--- config.mk ---
export PLATFORM = sky130hd
export DESIGN_NAME = trfd_frame_regs
export DESIGN_NICKNAME = d
export VERILOG_FILES = /design/src/trfd_pkg.sv /design/src/trfd_dec_if.sv /design/src/trfd_page_decode.sv /design/src/trfd_frame_regs.sv
export SDC_FILE = /design/constraint.sdc
export NUM_CORES = 1
export LEC_CHECK = 0
export ABC_AREA = 0
export BUFFER_PORTS_ARGS = -buffer_cell sky130_fd_sc_hd__buf_4
export CAP_MARGIN = 20
export CORE_ASPECT_RATIO = 0.9
export CORE_MARGIN = 8
export CORE_UTILIZATION = 39
export DETAILED_ROUTE_END_ITERATION = 8
export SYNTH_ARGS = -nofsm -noshare
export SYNTH_HDL_FRONTEND = slang
export SYNTH_SLANG_ARGS = --single-unit
--- constraint.sdc ---
create_clock -name mclk -period 8.6 [get_ports mclk]
set_clock_uncertainty 0.1 [all_clocks]
set_input_delay 0.43 -clock mclk [delete_from_list [all_inputs] [get_ports mclk]]
set_output_delay 0.43 -clock mclk [all_outputs]
set_load 0.03 [all_outputs]
--- src/trfd_pkg.sv ---
// Purpose: constants and types for the configuration frame decoder
// Assumes: 4KB pages, 16 pages per half, 8 context banks
// Notes  : all offsets are bytes from the base of their page
//
// Overview of operation
// - frame splits into global then bank halves
// - all state grouped in page-aligned pages
// - page size 4KB or 64KB, reported read-only
// - pages per half is two to index+1
// - each half is page count times page size
// - bank n starts n pages into bank half
// - global pages 0-3: space0, space1, impl, perf
// - global page 4 determination space, Secure only
// - page 5 continuation, pages 6+ impl space
// - both states reach global half, some Secure-only
// - banked copies by security, Secure aliases exist
// - restrict bit: global except impl space, stage-2 banks Secure-only
// - restrict never relaxes existing Secure-only ranges
// - bank 0 first page, one page each
// - implemented bank count reported read-only
// - above implemented banks reads zero, writes ignored
// - stage-2-only bank count reported read-only
// - 32-bit atomic access to global space 0
package trfd_pkg;
  localparam int unsigned PAGE_SHIFT       = 12;
  localparam logic        PAGE_BYTES_CODE  = 1'h0; // 0: 4KB, 1: 64KB
  localparam logic [2:0]  PAGE_COUNT_INDEX = 3'h3;
  localparam int unsigned PAGE_IDX_W       = int'(PAGE_COUNT_INDEX) + 1;
  localparam int unsigned REGION_BIT       = PAGE_SHIFT + PAGE_IDX_W;
  localparam int unsigned FRAME_AW         = REGION_BIT + 1;
  localparam logic [7:0]  BANK_COUNT       = 8'h08;
  localparam logic [7:0]  S2_BANK_COUNT    = 8'h02;
  localparam int unsigned BANK_IDX_W       = 3;
  localparam int unsigned ARCH_VERSION     = 2;

  localparam logic [3:0] PG_SPACE0 = 4'h0;
  localparam logic [3:0] PG_SPACE1 = 4'h1;
  localparam logic [3:0] PG_IMPL   = 4'h2;
  localparam logic [3:0] PG_PERF   = 4'h3;
  localparam logic [3:0] PG_DET    = 4'h4;
  localparam logic [3:0] PG_CONT   = 4'h5;

  localparam logic [11:0] OFS_CONTROL    = 12'h000;
  localparam logic [11:0] OFS_SECCFG1    = 12'h004;
  localparam logic [11:0] OFS_IDENT1     = 12'h024;
  localparam logic [11:0] OFS_DENIED     = 12'h048;
  localparam logic [11:0] OFS_NS_CONTROL = 12'h400;
  localparam logic [11:0] OFS_DET_WORD   = 12'h000;
  localparam logic [11:0] OFS_BANK_WORD  = 12'h000;

  localparam int unsigned ID_PAGE_BYTES_BIT = 31;
  localparam int unsigned ID_PAGE_INDEX_LSB = 28;
  localparam int unsigned ID_S2_BANKS_LSB   = 16;
  localparam int unsigned ID_BANKS_LSB      = 0;
  localparam logic [31:0] IDENT1_VALUE =
    (32'(PAGE_BYTES_CODE) << ID_PAGE_BYTES_BIT) |
    (32'(PAGE_COUNT_INDEX) << ID_PAGE_INDEX_LSB) |
    (32'(S2_BANK_COUNT) << ID_S2_BANKS_LSB) |
    (32'(BANK_COUNT) << ID_BANKS_LSB);

  localparam int unsigned SC1_RESTRICT_BIT = 0;
  localparam logic [31:0] WORD_RST         = 32'h0000_0000;
  localparam logic [15:0] COUNT_RST        = 16'h0000;

  localparam logic [1:0] RESP_OKAY   = 2'h0;
  localparam logic [1:0] RESP_SLVERR = 2'h2;
  localparam logic [1:0] RESP_DECERR = 2'h3;

  typedef enum logic [2:0] {
    SP_SPACE0, SP_SPACE1, SP_IMPL, SP_PERF,
    SP_DET, SP_CONT, SP_BANK, SP_VOID
  } trfd_space_t;
endpackage : trfd_pkg

--- src/trfd_dec_if.sv ---
// Purpose: carries one frame offset to the page decoder and back
// Assumes: purely combinational decode
// Notes  : one instance per bus direction
`timescale 1ns/1ps
interface trfd_dec_if;
  logic [trfd_pkg::FRAME_AW-1:0]   offset;
  logic                            nonSecure;
  logic                            restrictOn;
  trfd_pkg::trfd_space_t           space;
  logic [trfd_pkg::PAGE_IDX_W-1:0] page;
  logic                            deny;
  modport requester (output offset, nonSecure, restrictOn,
                     input space, page, deny);
  modport decoder (input offset, nonSecure, restrictOn,
                   output space, page, deny);
endinterface : trfd_dec_if

--- src/trfd_page_decode.sv ---
// Purpose: maps a frame offset to its address space and access verdict
// Assumes: offset already known to lie inside the frame
// Notes  : implementation space stays open under restricted mode
`timescale 1ns/1ps
module trfd_page_decode (
  trfd_dec_if.decoder dec
);
  logic bankHalf;
  logic stage2Bank;
  logic detOnly;
  logic restricted;

  assign bankHalf = dec.offset[trfd_pkg::REGION_BIT];
  assign dec.page =
    dec.offset[trfd_pkg::REGION_BIT-1:trfd_pkg::PAGE_SHIFT];
  assign stage2Bank = bankHalf &&
    ({4'h0, dec.page} < trfd_pkg::S2_BANK_COUNT);

  always_comb begin
    if (bankHalf) begin
      dec.space = ({4'h0, dec.page} < trfd_pkg::BANK_COUNT) ?
                  trfd_pkg::SP_BANK : trfd_pkg::SP_VOID;
    end else begin
      unique case (dec.page)
        trfd_pkg::PG_SPACE0: dec.space = trfd_pkg::SP_SPACE0;
        trfd_pkg::PG_SPACE1: dec.space = trfd_pkg::SP_SPACE1;
        trfd_pkg::PG_IMPL:   dec.space = trfd_pkg::SP_IMPL;
        trfd_pkg::PG_PERF:   dec.space = trfd_pkg::SP_PERF;
        trfd_pkg::PG_DET:    dec.space = trfd_pkg::SP_DET;
        trfd_pkg::PG_CONT:   dec.space = (trfd_pkg::ARCH_VERSION == 2) ?
          trfd_pkg::SP_CONT : trfd_pkg::SP_VOID;
        default:             dec.space = trfd_pkg::SP_IMPL;
      endcase
    end
  end

  // restriction is or-ed on top, so it can only add refusals
  assign detOnly = !bankHalf && (dec.page == trfd_pkg::PG_DET);
  assign restricted = dec.restrictOn &&
    (bankHalf ? stage2Bank : (dec.space != trfd_pkg::SP_IMPL));
  assign dec.deny = dec.nonSecure && (detOnly || restricted);
endmodule : trfd_page_decode

--- src/trfd_frame_regs.sv ---
// Purpose: AXI4-Lite slave for the configuration frame and its pages
// Assumes: prot bit 1 high marks a Non-secure access
// Notes  : refused access answers SLVERR, beyond the frame DECERR
//
// Chosen here: the AXI4-Lite slave port and the register offsets.
`timescale 1ns/1ps
module trfd_frame_regs (
  input  wire logic        mclk,
  input  wire logic        nrst,
  input  wire logic        ce,
  input  wire logic        awvalid,
  output wire logic        awready,
  input  wire logic [31:0] awaddr,
  input  wire logic [2:0]  awprot,
  input  wire logic        wvalid,
  output wire logic        wready,
  input  wire logic [31:0] wdata,
  input  wire logic [3:0]  wstrb,
  output wire logic        bvalid,
  input  wire logic        bready,
  output wire logic [1:0]  bresp,
  input  wire logic        arvalid,
  output wire logic        arready,
  input  wire logic [31:0] araddr,
  input  wire logic [2:0]  arprot,
  output wire logic        rvalid,
  input  wire logic        rready,
  output wire logic [31:0] rdata,
  output wire logic [1:0]  rresp,
  output wire logic        restrictActive
);
  localparam int unsigned NB  = int'(trfd_pkg::BANK_COUNT);
  localparam int unsigned BIW = trfd_pkg::BANK_IDX_W;
  localparam int unsigned FAW = trfd_pkg::FRAME_AW;
  localparam int unsigned PS  = trfd_pkg::PAGE_SHIFT;

  logic              awHeld_ff;
  logic [31:0]       awAddr_ff;
  logic              awNs_ff;
  logic              wHeld_ff;
  logic [31:0]       wData_ff;
  logic [3:0]        wStrb_ff;
  logic              bvalid_ff;
  logic [1:0]        bresp_ff;
  logic              rvalid_ff;
  logic [31:0]       rdata_ff;
  logic [1:0]        rresp_ff;
  logic [31:0]       ctrlSec_ff;
  logic [31:0]       ctrlNs_ff;
  logic [31:0]       secCfg1_ff;
  logic [31:0]       detWord_ff;
  logic [31:0]       bankWord_ff [NB];
  logic [15:0]       deniedCnt_ff;
  logic              doWrite;
  logic              rdTake;
  logic              wrOutside;
  logic              rdOutside;
  logic              wrFault;
  logic              rdFault;
  logic              wrOk;
  logic              wrSpace0;
  logic              wrCtrlSec;
  logic              wrCtrlNs;
  logic              wrSecCfg1;
  logic              wrDet;
  logic              wrBank;
  logic [BIW-1:0]    wrBankIdx;
  logic [11:0]       wrOfs;
  logic [11:0]       rdOfs;
  logic              arNs;
  logic [31:0]       rdBankWord;
  logic [1:0]        nxt_bresp;
  logic [1:0]        nxt_rresp;
  logic [31:0]       nxt_rdata;

  trfd_dec_if wrDec ();
  trfd_dec_if rdDec ();

  trfd_page_decode uWrDec (
    .dec (wrDec)
  );

  trfd_page_decode uRdDec (
    .dec (rdDec)
  );

  function automatic logic secOnlyReg(input trfd_pkg::trfd_space_t sp,
                                      input logic [11:0]          ofs);
    secOnlyReg = (sp == trfd_pkg::SP_SPACE0) &&
                 ((ofs == trfd_pkg::OFS_SECCFG1) ||
                  (ofs == trfd_pkg::OFS_NS_CONTROL));
  endfunction : secOnlyReg

  function automatic logic [31:0] mergeBytes(input logic [31:0] old,
                                             input logic [31:0] dat,
                                             input logic [3:0]  strb);
    for (int i = 0; i < 4; i++) begin
      mergeBytes[8*i +: 8] = strb[i] ? dat[8*i +: 8] : old[8*i +: 8];
    end
  endfunction : mergeBytes

  // handshakes drop while ce is low so nothing is taken in a freeze
  assign awready = ce && !awHeld_ff && !bvalid_ff;
  assign wready  = ce && !wHeld_ff && !bvalid_ff;
  assign arready = ce && !rvalid_ff;
  assign bvalid  = ce && bvalid_ff;
  assign rvalid  = ce && rvalid_ff;
  assign bresp   = bresp_ff;
  assign rdata   = rdata_ff;
  assign rresp   = rresp_ff;
  assign restrictActive = secCfg1_ff[trfd_pkg::SC1_RESTRICT_BIT];

  assign doWrite = ce && awHeld_ff && wHeld_ff && !bvalid_ff;
  assign rdTake  = arvalid && arready;

  // write side decode
  assign wrDec.offset     = awAddr_ff[FAW-1:0];
  assign wrDec.nonSecure  = awNs_ff;
  assign wrDec.restrictOn = restrictActive;
  assign wrOutside = |awAddr_ff[31:FAW];
  assign wrOfs     = awAddr_ff[PS-1:0];
  assign wrFault   = wrDec.deny ||
                     (awNs_ff && secOnlyReg(wrDec.space, wrOfs));
  assign wrOk      = doWrite && !wrOutside && !wrFault;
  assign wrSpace0  = wrOk && (wrDec.space == trfd_pkg::SP_SPACE0);
  assign wrCtrlSec = wrSpace0 && !awNs_ff &&
                     (wrOfs == trfd_pkg::OFS_CONTROL);
  assign wrCtrlNs  = wrSpace0 &&
                     ((awNs_ff && (wrOfs == trfd_pkg::OFS_CONTROL)) ||
                      (wrOfs == trfd_pkg::OFS_NS_CONTROL));
  assign wrSecCfg1 = wrSpace0 && (wrOfs == trfd_pkg::OFS_SECCFG1);
  assign wrDet     = wrOk && (wrDec.space == trfd_pkg::SP_DET) &&
                     (wrOfs == trfd_pkg::OFS_DET_WORD);
  // pages above the last bank decode as SP_VOID and store nothing
  assign wrBank    = wrOk && (wrDec.space == trfd_pkg::SP_BANK) &&
                     (wrOfs == trfd_pkg::OFS_BANK_WORD);
  assign wrBankIdx = awAddr_ff[PS +: BIW];
  assign nxt_bresp = wrOutside ? trfd_pkg::RESP_DECERR :
                     wrFault ? trfd_pkg::RESP_SLVERR : trfd_pkg::RESP_OKAY;

  // read side decode straight off the address channel
  assign rdDec.offset     = araddr[FAW-1:0];
  assign rdDec.nonSecure  = arNs;
  assign rdDec.restrictOn = restrictActive;
  assign arNs       = arprot[1];
  assign rdOutside  = |araddr[31:FAW];
  assign rdOfs      = araddr[PS-1:0];
  assign rdFault    = rdDec.deny || (arNs && secOnlyReg(rdDec.space, rdOfs));
  assign rdBankWord = bankWord_ff[araddr[PS +: BIW]];

  always_comb begin
    nxt_rdata = 32'h0000_0000;
    nxt_rresp = trfd_pkg::RESP_OKAY;
    if (rdOutside) begin
      nxt_rresp = trfd_pkg::RESP_DECERR;
    end else if (rdFault) begin
      nxt_rresp = trfd_pkg::RESP_SLVERR;
    end else begin
      case (rdDec.space)
        trfd_pkg::SP_SPACE0: begin
          if (rdOfs == trfd_pkg::OFS_CONTROL) begin
            nxt_rdata = arNs ? ctrlNs_ff : ctrlSec_ff;
          end else if (rdOfs == trfd_pkg::OFS_NS_CONTROL) begin
            nxt_rdata = ctrlNs_ff;
          end else if (rdOfs == trfd_pkg::OFS_SECCFG1) begin
            nxt_rdata = secCfg1_ff;
          end else if (rdOfs == trfd_pkg::OFS_IDENT1) begin
            nxt_rdata = trfd_pkg::IDENT1_VALUE;
          end else if (rdOfs == trfd_pkg::OFS_DENIED) begin
            nxt_rdata = {16'h0000, deniedCnt_ff};
          end
        end
        trfd_pkg::SP_DET: begin
          if (rdOfs == trfd_pkg::OFS_DET_WORD) begin
            nxt_rdata = detWord_ff;
          end
        end
        trfd_pkg::SP_BANK: begin
          if (rdOfs == trfd_pkg::OFS_BANK_WORD) begin
            nxt_rdata = rdBankWord;
          end
        end
        // other spaces hold no state here and read as zero
        default: nxt_rdata = 32'h0000_0000;
      endcase
    end
  end

  // write address channel
  always_ff @(posedge mclk or negedge nrst) begin
    if (!nrst) begin
      awHeld_ff <= 1'h0;
      awAddr_ff <= 32'h0000_0000;
      awNs_ff   <= 1'h0;
    end else if (ce) begin
      if (awvalid && awready) begin
        awHeld_ff <= 1'h1;
        awAddr_ff <= awaddr;
        awNs_ff   <= awprot[1];
      end else if (doWrite) begin
        awHeld_ff <= 1'h0;
      end
    end
  end

  // write data channel
  always_ff @(posedge mclk or negedge nrst) begin
    if (!nrst) begin
      wHeld_ff <= 1'h0;
      wData_ff <= 32'h0000_0000;
      wStrb_ff <= 4'h0;
    end else if (ce) begin
      if (wvalid && wready) begin
        wHeld_ff <= 1'h1;
        wData_ff <= wdata;
        wStrb_ff <= wstrb;
      end else if (doWrite) begin
        wHeld_ff <= 1'h0;
      end
    end
  end

  // write response
  always_ff @(posedge mclk or negedge nrst) begin
    if (!nrst) begin
      bvalid_ff <= 1'h0;
      bresp_ff  <= trfd_pkg::RESP_OKAY;
    end else if (ce) begin
      if (doWrite) begin
        bvalid_ff <= 1'h1;
        bresp_ff  <= nxt_bresp;
      end else if (bready) begin
        bvalid_ff <= 1'h0;
      end
    end
  end

  // read response, one word per access keeps 32-bit reads atomic
  always_ff @(posedge mclk or negedge nrst) begin
    if (!nrst) begin
      rvalid_ff <= 1'h0;
      rdata_ff  <= 32'h0000_0000;
      rresp_ff  <= trfd_pkg::RESP_OKAY;
    end else if (ce) begin
      if (rdTake) begin
        rvalid_ff <= 1'h1;
        rdata_ff  <= nxt_rdata;
        rresp_ff  <= nxt_rresp;
      end else if (rready) begin
        rvalid_ff <= 1'h0;
      end
    end
  end

  // banked control copies and the Secure configuration word
  always_ff @(posedge mclk or negedge nrst) begin
    if (!nrst) begin
      ctrlSec_ff <= trfd_pkg::WORD_RST;
      ctrlNs_ff  <= trfd_pkg::WORD_RST;
      secCfg1_ff <= trfd_pkg::WORD_RST;
    end else if (ce) begin
      if (wrCtrlSec) begin
        ctrlSec_ff <= mergeBytes(ctrlSec_ff, wData_ff, wStrb_ff);
      end
      if (wrCtrlNs) begin
        ctrlNs_ff <= mergeBytes(ctrlNs_ff, wData_ff, wStrb_ff);
      end
      if (wrSecCfg1) begin
        secCfg1_ff <= mergeBytes(secCfg1_ff, wData_ff, wStrb_ff);
      end
    end
  end

  always_ff @(posedge mclk or negedge nrst) begin
    if (!nrst) begin
      detWord_ff <= trfd_pkg::WORD_RST;
    end else if (ce && wrDet) begin
      detWord_ff <= mergeBytes(detWord_ff, wData_ff, wStrb_ff);
    end
  end

  for (genvar b = 0; b < NB; b++) begin : g_bank
    always_ff @(posedge mclk or negedge nrst) begin
      if (!nrst) begin
        bankWord_ff[b] <= trfd_pkg::WORD_RST;
      end else if (ce && wrBank && (wrBankIdx == BIW'(b))) begin
        bankWord_ff[b] <= mergeBytes(bankWord_ff[b], wData_ff, wStrb_ff);
      end
    end
  end

  // refused accesses counted so software can spot probing; wraps
  always_ff @(posedge mclk or negedge nrst) begin
    if (!nrst) begin
      deniedCnt_ff <= trfd_pkg::COUNT_RST;
    end else if (ce) begin
      deniedCnt_ff <= deniedCnt_ff +
        16'(doWrite && !wrOutside && wrFault) +
        16'(rdTake && !rdOutside && rdFault);
    end
  end
endmodule : trfd_frame_regs

After elaboration in Yosys (flattened, before gate mapping)
Cells that the tools add are included.
{"block": "totals", "inputBits": 114, "ff_bits": 509}
{"block": "op_classes", "bitwise": 1, "eq_ne": 27, "reduce_logical": 136, "n_lt_le_gt_ge": 5, "add_sub_neg": 2, "n_mux": 33}
{"op": "$mux W32", "count": 10}
{"op": "$bmux W32 S3", "count": 1}
{"op": "$pmux W32 S3", "count": 1}
{"op": "$reduce_and A2 Y1", "count": 44}
{"op": "$logic_and A1 B1 Y1", "count": 50}
{"op": "$reduce_and A3 Y1", "count": 12}
{"op": "$add A16 B1 Y16", "count": 2}
{"op": "$mux W30", "count": 1}
{"op": "$pmux W3 S5", "count": 2}
{"op": "$reduce_or A15 Y1", "count": 2}
{"op": "$eq A12 B11 Y1 const B", "count": 2}
{"op": "$eq A12 B3 Y1 const B", "count": 2}
{"op": "$eq A3 B3 Y1 const B", "count": 8}
{"op": "$logic_not A12 Y1", "count": 2}
{"op": "$eq A4 B3 Y1 const B", "count": 4}
{"op": "$mux W16", "count": 1}
{"op": "$eq A12 B6 Y1 const B", "count": 1}
{"op": "$eq A12 B7 Y1 const B", "count": 1}
{"op": "$mux W1", "count": 11}
{"op": "$logic_not A1 Y1", "count": 10}
{"op": "$logic_not A3 Y1", "count": 3}
{"op": "$eq A4 B1 Y1 const B", "count": 2}
{"op": "$eq A4 B2 Y1 const B", "count": 2}
{"op": "$logic_not A4 Y1", "count": 2}
{"op": "other kinds (11)", "count": 28}

Longest topological paths before layout
{"block": "logic_depth", "depth_word": 16, "depth_mapped": 12, "mapped_depth_nobuf": 11}

By module
A second synthesis with hierarchy kept.
{"block": "unflattened", "hier_cells": 1745, "area_unflattened_um2": 23677.7}
{"module": "trfd_frame_regs", "area_per_inst_um2": 23458.7, "cells_per_inst": 1712, "instances": 1}
{"module": "trfd_page_decode (uRdDec)", "area_per_inst_um2": 111.4, "cells_per_inst": 15, "instances": 1}
{"module": "trfd_page_decode (uWrDec)", "area_per_inst_um2": 107.6, "cells_per_inst": 18, "instances": 1}

Least setup slack after synthesis
No wires, ideal clock.
{"block": "synth_path", "kind": "input -> register", "startpoint": "input port ce", "endpoint": "register deniedCnt_ff[13]", "required_ns": 8.377, "setup_slack_ns": 5.413, "path_buffers": 0, "arrival_ns": 2.965, "setup_ns": 0.123, "stages": 9, "cell_sequence": "nor2b_1 > nand2_1 > nor4_1 > nor2b_1 > fa_1 > nand4_1 > nor3_1 > nand3_1 > xnor2_1"}
{"block": "synth_between", "elab_chain_len": 7, "elab_cells_between_ends": 11}
{"element": "from (decl)", "line_no": "trfd_frame_regs.sv:10", "source": "input wire logic ce,"}
{"element": "$logic_and A1 B1 Y1 (3 in series)", "line_no": "trfd_frame_regs.sv:113", "source": "assign doWrite = ce && awHeld_ff && wHeld_ff && !bvalid_ff;"}
{"element": "$logic_and A1 B1 Y1 (2 in series)", "line_no": "trfd_frame_regs.sv:298", "source": "16'(doWrite && !wrOutside && wrFault) +"}
{"element": "$add A16 B1 Y16", "line_no": "trfd_frame_regs.sv:297", "source": "deniedCnt_ff <= deniedCnt_ff +"}
{"element": "$add A16 B1 Y16", "line_no": "trfd_frame_regs.sv:298"}
{"element": "to (signal assigned)", "line_no": "trfd_frame_regs.sv:295", "source": "deniedCnt_ff <= trfd_pkg::COUNT_RST;"}
{"element": "to (signal assigned)", "line_no": "trfd_frame_regs.sv:297"}
{"element": "to (decl)", "line_no": "trfd_frame_regs.sv:53", "source": "logic [15:0] deniedCnt_ff;"}
Parallel ways exist; a longest one is shown, timed or not.
A chain may end at the register's enable or synchronous reset.

Final worst setup path
{"block": "layout_path", "startpoint": "register awAddr_ff[17]", "endpoint": "register bankWord_ff[199] (netlist name)"}
{"block": "layout_between", "elab_chain_len": 9}
{"element": "from (decl)", "line_no": "trfd_frame_regs.sv:38", "source": "logic [31:0] awAddr_ff;"}
{"element": "from (signal assigned)", "line_no": "trfd_frame_regs.sv:198", "source": "awAddr_ff <= awaddr;"}
{"element": "$reduce_or A15 Y1", "line_no": "trfd_frame_regs.sv:120", "source": "assign wrOutside = |awAddr_ff[31:FAW];"}
{"element": "$logic_not A1 Y1", "line_no": "trfd_frame_regs.sv:124", "source": "assign wrOk = doWrite && !wrOutside && !wrFault;"}
{"element": "$logic_and A1 B1 Y1 (2 in series)", "line_no": "trfd_frame_regs.sv:124"}
{"element": "$logic_and A1 B1 Y1 (2 in series)", "line_no": "trfd_frame_regs.sv:135", "source": "assign wrBank = wrOk && (wrDec.space == trfd_pkg::SP_BANK) &&"}
{"element": "$logic_and A1 B1 Y1 (2 in series)", "line_no": "trfd_frame_regs.sv:286", "source": "end else if (ce && wrBank && (wrBankIdx == BIW'(b))) begin"}
{"element": "$reduce_and A2 Y1 (no source line)"}
{"element": "to (signal, indexed assignment)", "line_no": "trfd_frame_regs.sv:285", "source": "bankWord_ff[b] <= trfd_pkg::WORD_RST;"}
{"element": "to (signal, indexed assignment)", "line_no": "trfd_frame_regs.sv:287", "source": "bankWord_ff[b] <= mergeBytes(bankWord_ff[b], wData_ff, wStrb_ff);"}
{"element": "to (decl)", "line_no": "trfd_frame_regs.sv:52", "source": "logic [31:0] bankWord_ff [NB];"}
No other way between the ends.

==> summary.md <==
| Metric | Value |
|---|---|
| Status | completed |
| R2r endpoint | bankWord_ff[199] |
| Async set-reset flop share out of synthesis | 100% |
| Num CTS Buffers | 54 |
| Crit path from | awAddr_ff[17] |
| Setup_tns | 0 ns |
| Final Max Slew Viols | 0 |
| Congestion Overflow GR | 0 |
| Synth unique cells | between 70 and 80 |
| Placed cell area | 25,100 µm² |
| H-tree depth | 2 |
| Placer Congestion | slightly below 0.8 |
| Detailed-route DRC error count | 0 |
| WP data required | between 8 and 9 ns |
| Syn Nets | between 1,500 and 2,000 |
| RSZ-0062 raised after global routing | false |
| CTS clk-pin slew, worst paths | about 0.06 ns |
| Max incr delay on CP | approximately 0.74 ns |
| Share of layout cells above drive strength 1 | between 40% and 50% |
| Crit path launch type | register |
| DRT Pass-1 Iters | 5 |
| Wl on met1 | between 20,000 and 30,000 µm |
| Most used flip-flop cell after synthesis | dfrtp_1 |
| Largest area contributor in the netlist | dfrtp_1 |
| Hpwl dp | about 39,000 µm |
| CTS sink cnt | about 510 |
| Sw Share | between 20% and 30% |
| Number of synthesized flops with an enable pin | 0 |
| Latest clock arrival within the worst-skew pair | about 0.59 ns |
| Crit. path cell count | 6 |
| Synth-to-layout area growth | 19.4% |
| Die area | 67,600 µm² |
| Internal cell power | about 0.0043 W |
| Total Power | about 0.006 W |
| IO Port Bufs | 151 |
| CP arrival | 4.20 ns |
| Max clock buf depth | 3 |
| Slowest cell on the critical path | and4b_1 |
| Die boundary height | between 200 and 250 µm |
| End point of the critical path | bankWord_ff[199] |
| Vias in the first global route | around 16,000 |
| Worst Hold Margin | about 0.05 ns |
| R2R setup slack | 4.78 ns |
| Yosys warns | 0 |
| Routed WL | roughly 60,000 µm |
| Reg-to-Reg Start | awAddr_ff[17] |
| Clock share of power | approximately 41% |
| CTS tree | done |
| Kind of critical path | reg2reg |
| Setup Fix Bufs, Post-CTS | 0 |
| Least-Margin Pin Slew | 1.13 ns |
| Top-area cell type share of the netlist area | 54.8% |
| Setup Viol. Count Final | 0 |
| Post-CTS Resized | 0 |
| Initial Util | 39.1% |
| CTS root buffer | clkbuf_16 |
| CP Capture Type | register |
| Vias per inst | 5.50 |
| Largest cells by area after synthesis | dfrtp_1, mux2_2, mux4_2 |
| Mapped Cells | 1,670 |
| Synthesized area per cell | ~14 µm² |
| Net switching power | between 0.0015 and 0.002 W |
| Fin crit period | approximately 3.8 ns |
| Leak | about 13 nW |
| CP bufs+invs | 0 |
| # rows | between 80 and 90 |
| Final ANT Viol Nets | 0 |
| Storage cell area | roughly 13,000 µm² |
| Post-route cell area | ~28,000 µm² |
| Fin crit share | 44.4% |
| Final Util | a little under half |
| Max VDD drop | 148 µV |
| Worst-case reg-to-reg path depth | 6 |
| PD cells | approximately 220 nW/µm² |
| Sequential fraction of design power | between 40% and 50% |
| Worst-path fanout max | 20 |
| Via count | ~15,000 |
| Initial antenna violation count | 2 |
| Hold Path Origin | arvalid |
| Min-Delay Path Class | in2reg |
| Most frequent cell after synthesis | dfrtp_1 |
| Detailed route wirelength on metal2 | around 29,000 µm |
| GRT Resource Usage Total | between 10% and 20% |
| Logic pwr share | a little under a tenth |
| Hold path depth | 3 |
| First-pass GRT wire length | about 95,000 µm |
| Routed wl met3 | roughly 3000 µm |
| Largest net degree at the start of global routing | 175 |
| Area occupied by multi-input gates | roughly 10,000 µm² |
| Core Region | a little under 60,000 µm² |
| Post-synthesis register bit count | 509 |
| Max Fclk | 262 MHz |
| DIE WIDTH | ~270 µm |
| Fillers | about 5,200 |
| Slew HR | between 20% and 30% |
| Top sig layer | met5 |
| DRT iter0 DRCs | between 900 and 1,000 |
| Synthesized cell area | between 20,000 and 25,000 µm² |
| CP Cell Sequence | nor4_1 > and3_1 > and4b_1 > nor4b_2 > nand2_1 > mux2_2 |
| Sequential share of the synthesized area | between 50% and 60% |
| MaxCap Viol Count | 0 |
| Synth cell count leaders | dfrtp_1, mux2_2, nand2_1 |
| Mean routed wirelength per cell | ~22 µm |
| Fin. Hold Viols | 0 |
| Ports | between 150 and 200 |
| Crit-path leading delay family | simple AND/OR/NAND/NOR gates |
| Nets | 1,978 |
per-layer routing:
metal	vias to the layer above	track usage (%)
li1	6613	-
met1	7756	24.3
met5	-	0
met3	87	3.43
met2	332	29.3
met4	2	4.39
flip-flops by register name, summed over array words and instances, names as in the netlist, 16 cells and up:
name and count:
awAddr_ff 32, bankWord_ff 256, ctrlNs_ff 32, ctrlSec_ff 32, deniedCnt_ff 16, detWord_ff 32, rdata 32, secCfg1_ff 32
wData_ff 32
worst min-delay path, delay by kind of cell:
| family | cells | cell delay [ns] |
|---|---|---|
| compound gates | 2 | 0.18 |
| buf+inv | 1 | 0.10 |
worst min path at each step:
| stage | endpoint | slack, ns |
|---|---|---|
| after floorplan | awAddr_ff[0] | 0.03 |
| after global placement | deniedCnt_ff[15] | 0.37 |
| after detailed placement | deniedCnt_ff[15] | 0.37 |
| after CTS | rresp[1] | 0.002 |
| after global routing | deniedCnt_ff[2] | 0.09 |
| final | rresp[1] | 0.05 |
power groups by stage:
stage / clock network (W) / logic [W] / registers, W
floorplan: 0 / 0.000529 / 0.00271
global placement: 0 / 0.000512 / 0.00301
detailed placement: 0 / 0.000528 / 0.00303
CTS: 0.00251 / 0.000558 / 0.00299
global route: 0.00260 / 0.000605 / 0.00304
finish: 0.00245 / 0.000552 / 0.00299
stage by stage:
stage | setup slack, ns | instances
2_1_floorplan | 5.41 | 1670
3_3_place_gp | 4.63 | 2514
3_5_place_dp | 4.59 | 2515
4_1_cts | 4.78 | 2689
5_1_grt | 4.54 | 2690
6_report | 4.78 | 2690
timing repair:
| action | 4_1_cts | 5_1_grt |
|---|---|---|
| endpoints found under the hold margin | 199 | 0 |
| hold buffers | 74 | 0 |
| endpoints found under the setup margin | 0 | 0 |
cell families (layout without fill, tap and decap cells):
family	count (synthesis)	in the layout	share of synthesized area [%]
AOI/OAI and AO/OA	168	168	5.25
xor gates and xnor gates	16	16	0.603
adders and majority gates	2	2	0.140
buffers and inverters	116	352	2.11
DFF	509	509	54.8
muxes	577	577	30.5
other	0	1	0
and+or+nand+nor	282	282	6.58
area by class of cell:
type	count	share of cell area (%)
flip-flops and latches	509	45.9
clock inverters	18	0.794
multi-input cells	1045	36.2
inverters	11	0.149
well taps	783	3.53
repair buffers	241	7.32
diodes	1	0.00902
clock buffers	82	6.06
cells in the final DEF, fill, tap and decap left out, drive strengths merged, types with 4 or more instances in the layout:
master         n
a2111oi       13
a21oi         44
a221oi         7
a222oi        13
a22oi         13
a32oi         13
and2          12
and3          10
buf          167
bufinv         5
clkbuf        82
clkinv        11
dfrtp        509
dlygate4sd3   74
inv           11
mux2         501
mux2i         22
mux4          54
nand2         91
nand2b         9
nand3         30
nand4          8
nor2          37
nor2b         30
nor3           7
nor4          18
nor4b          5
o2111ai       10
o21ai         35
or2            6
or4            6
xnor2         12
xor2           4
Power figures use the tool's default switching activity.
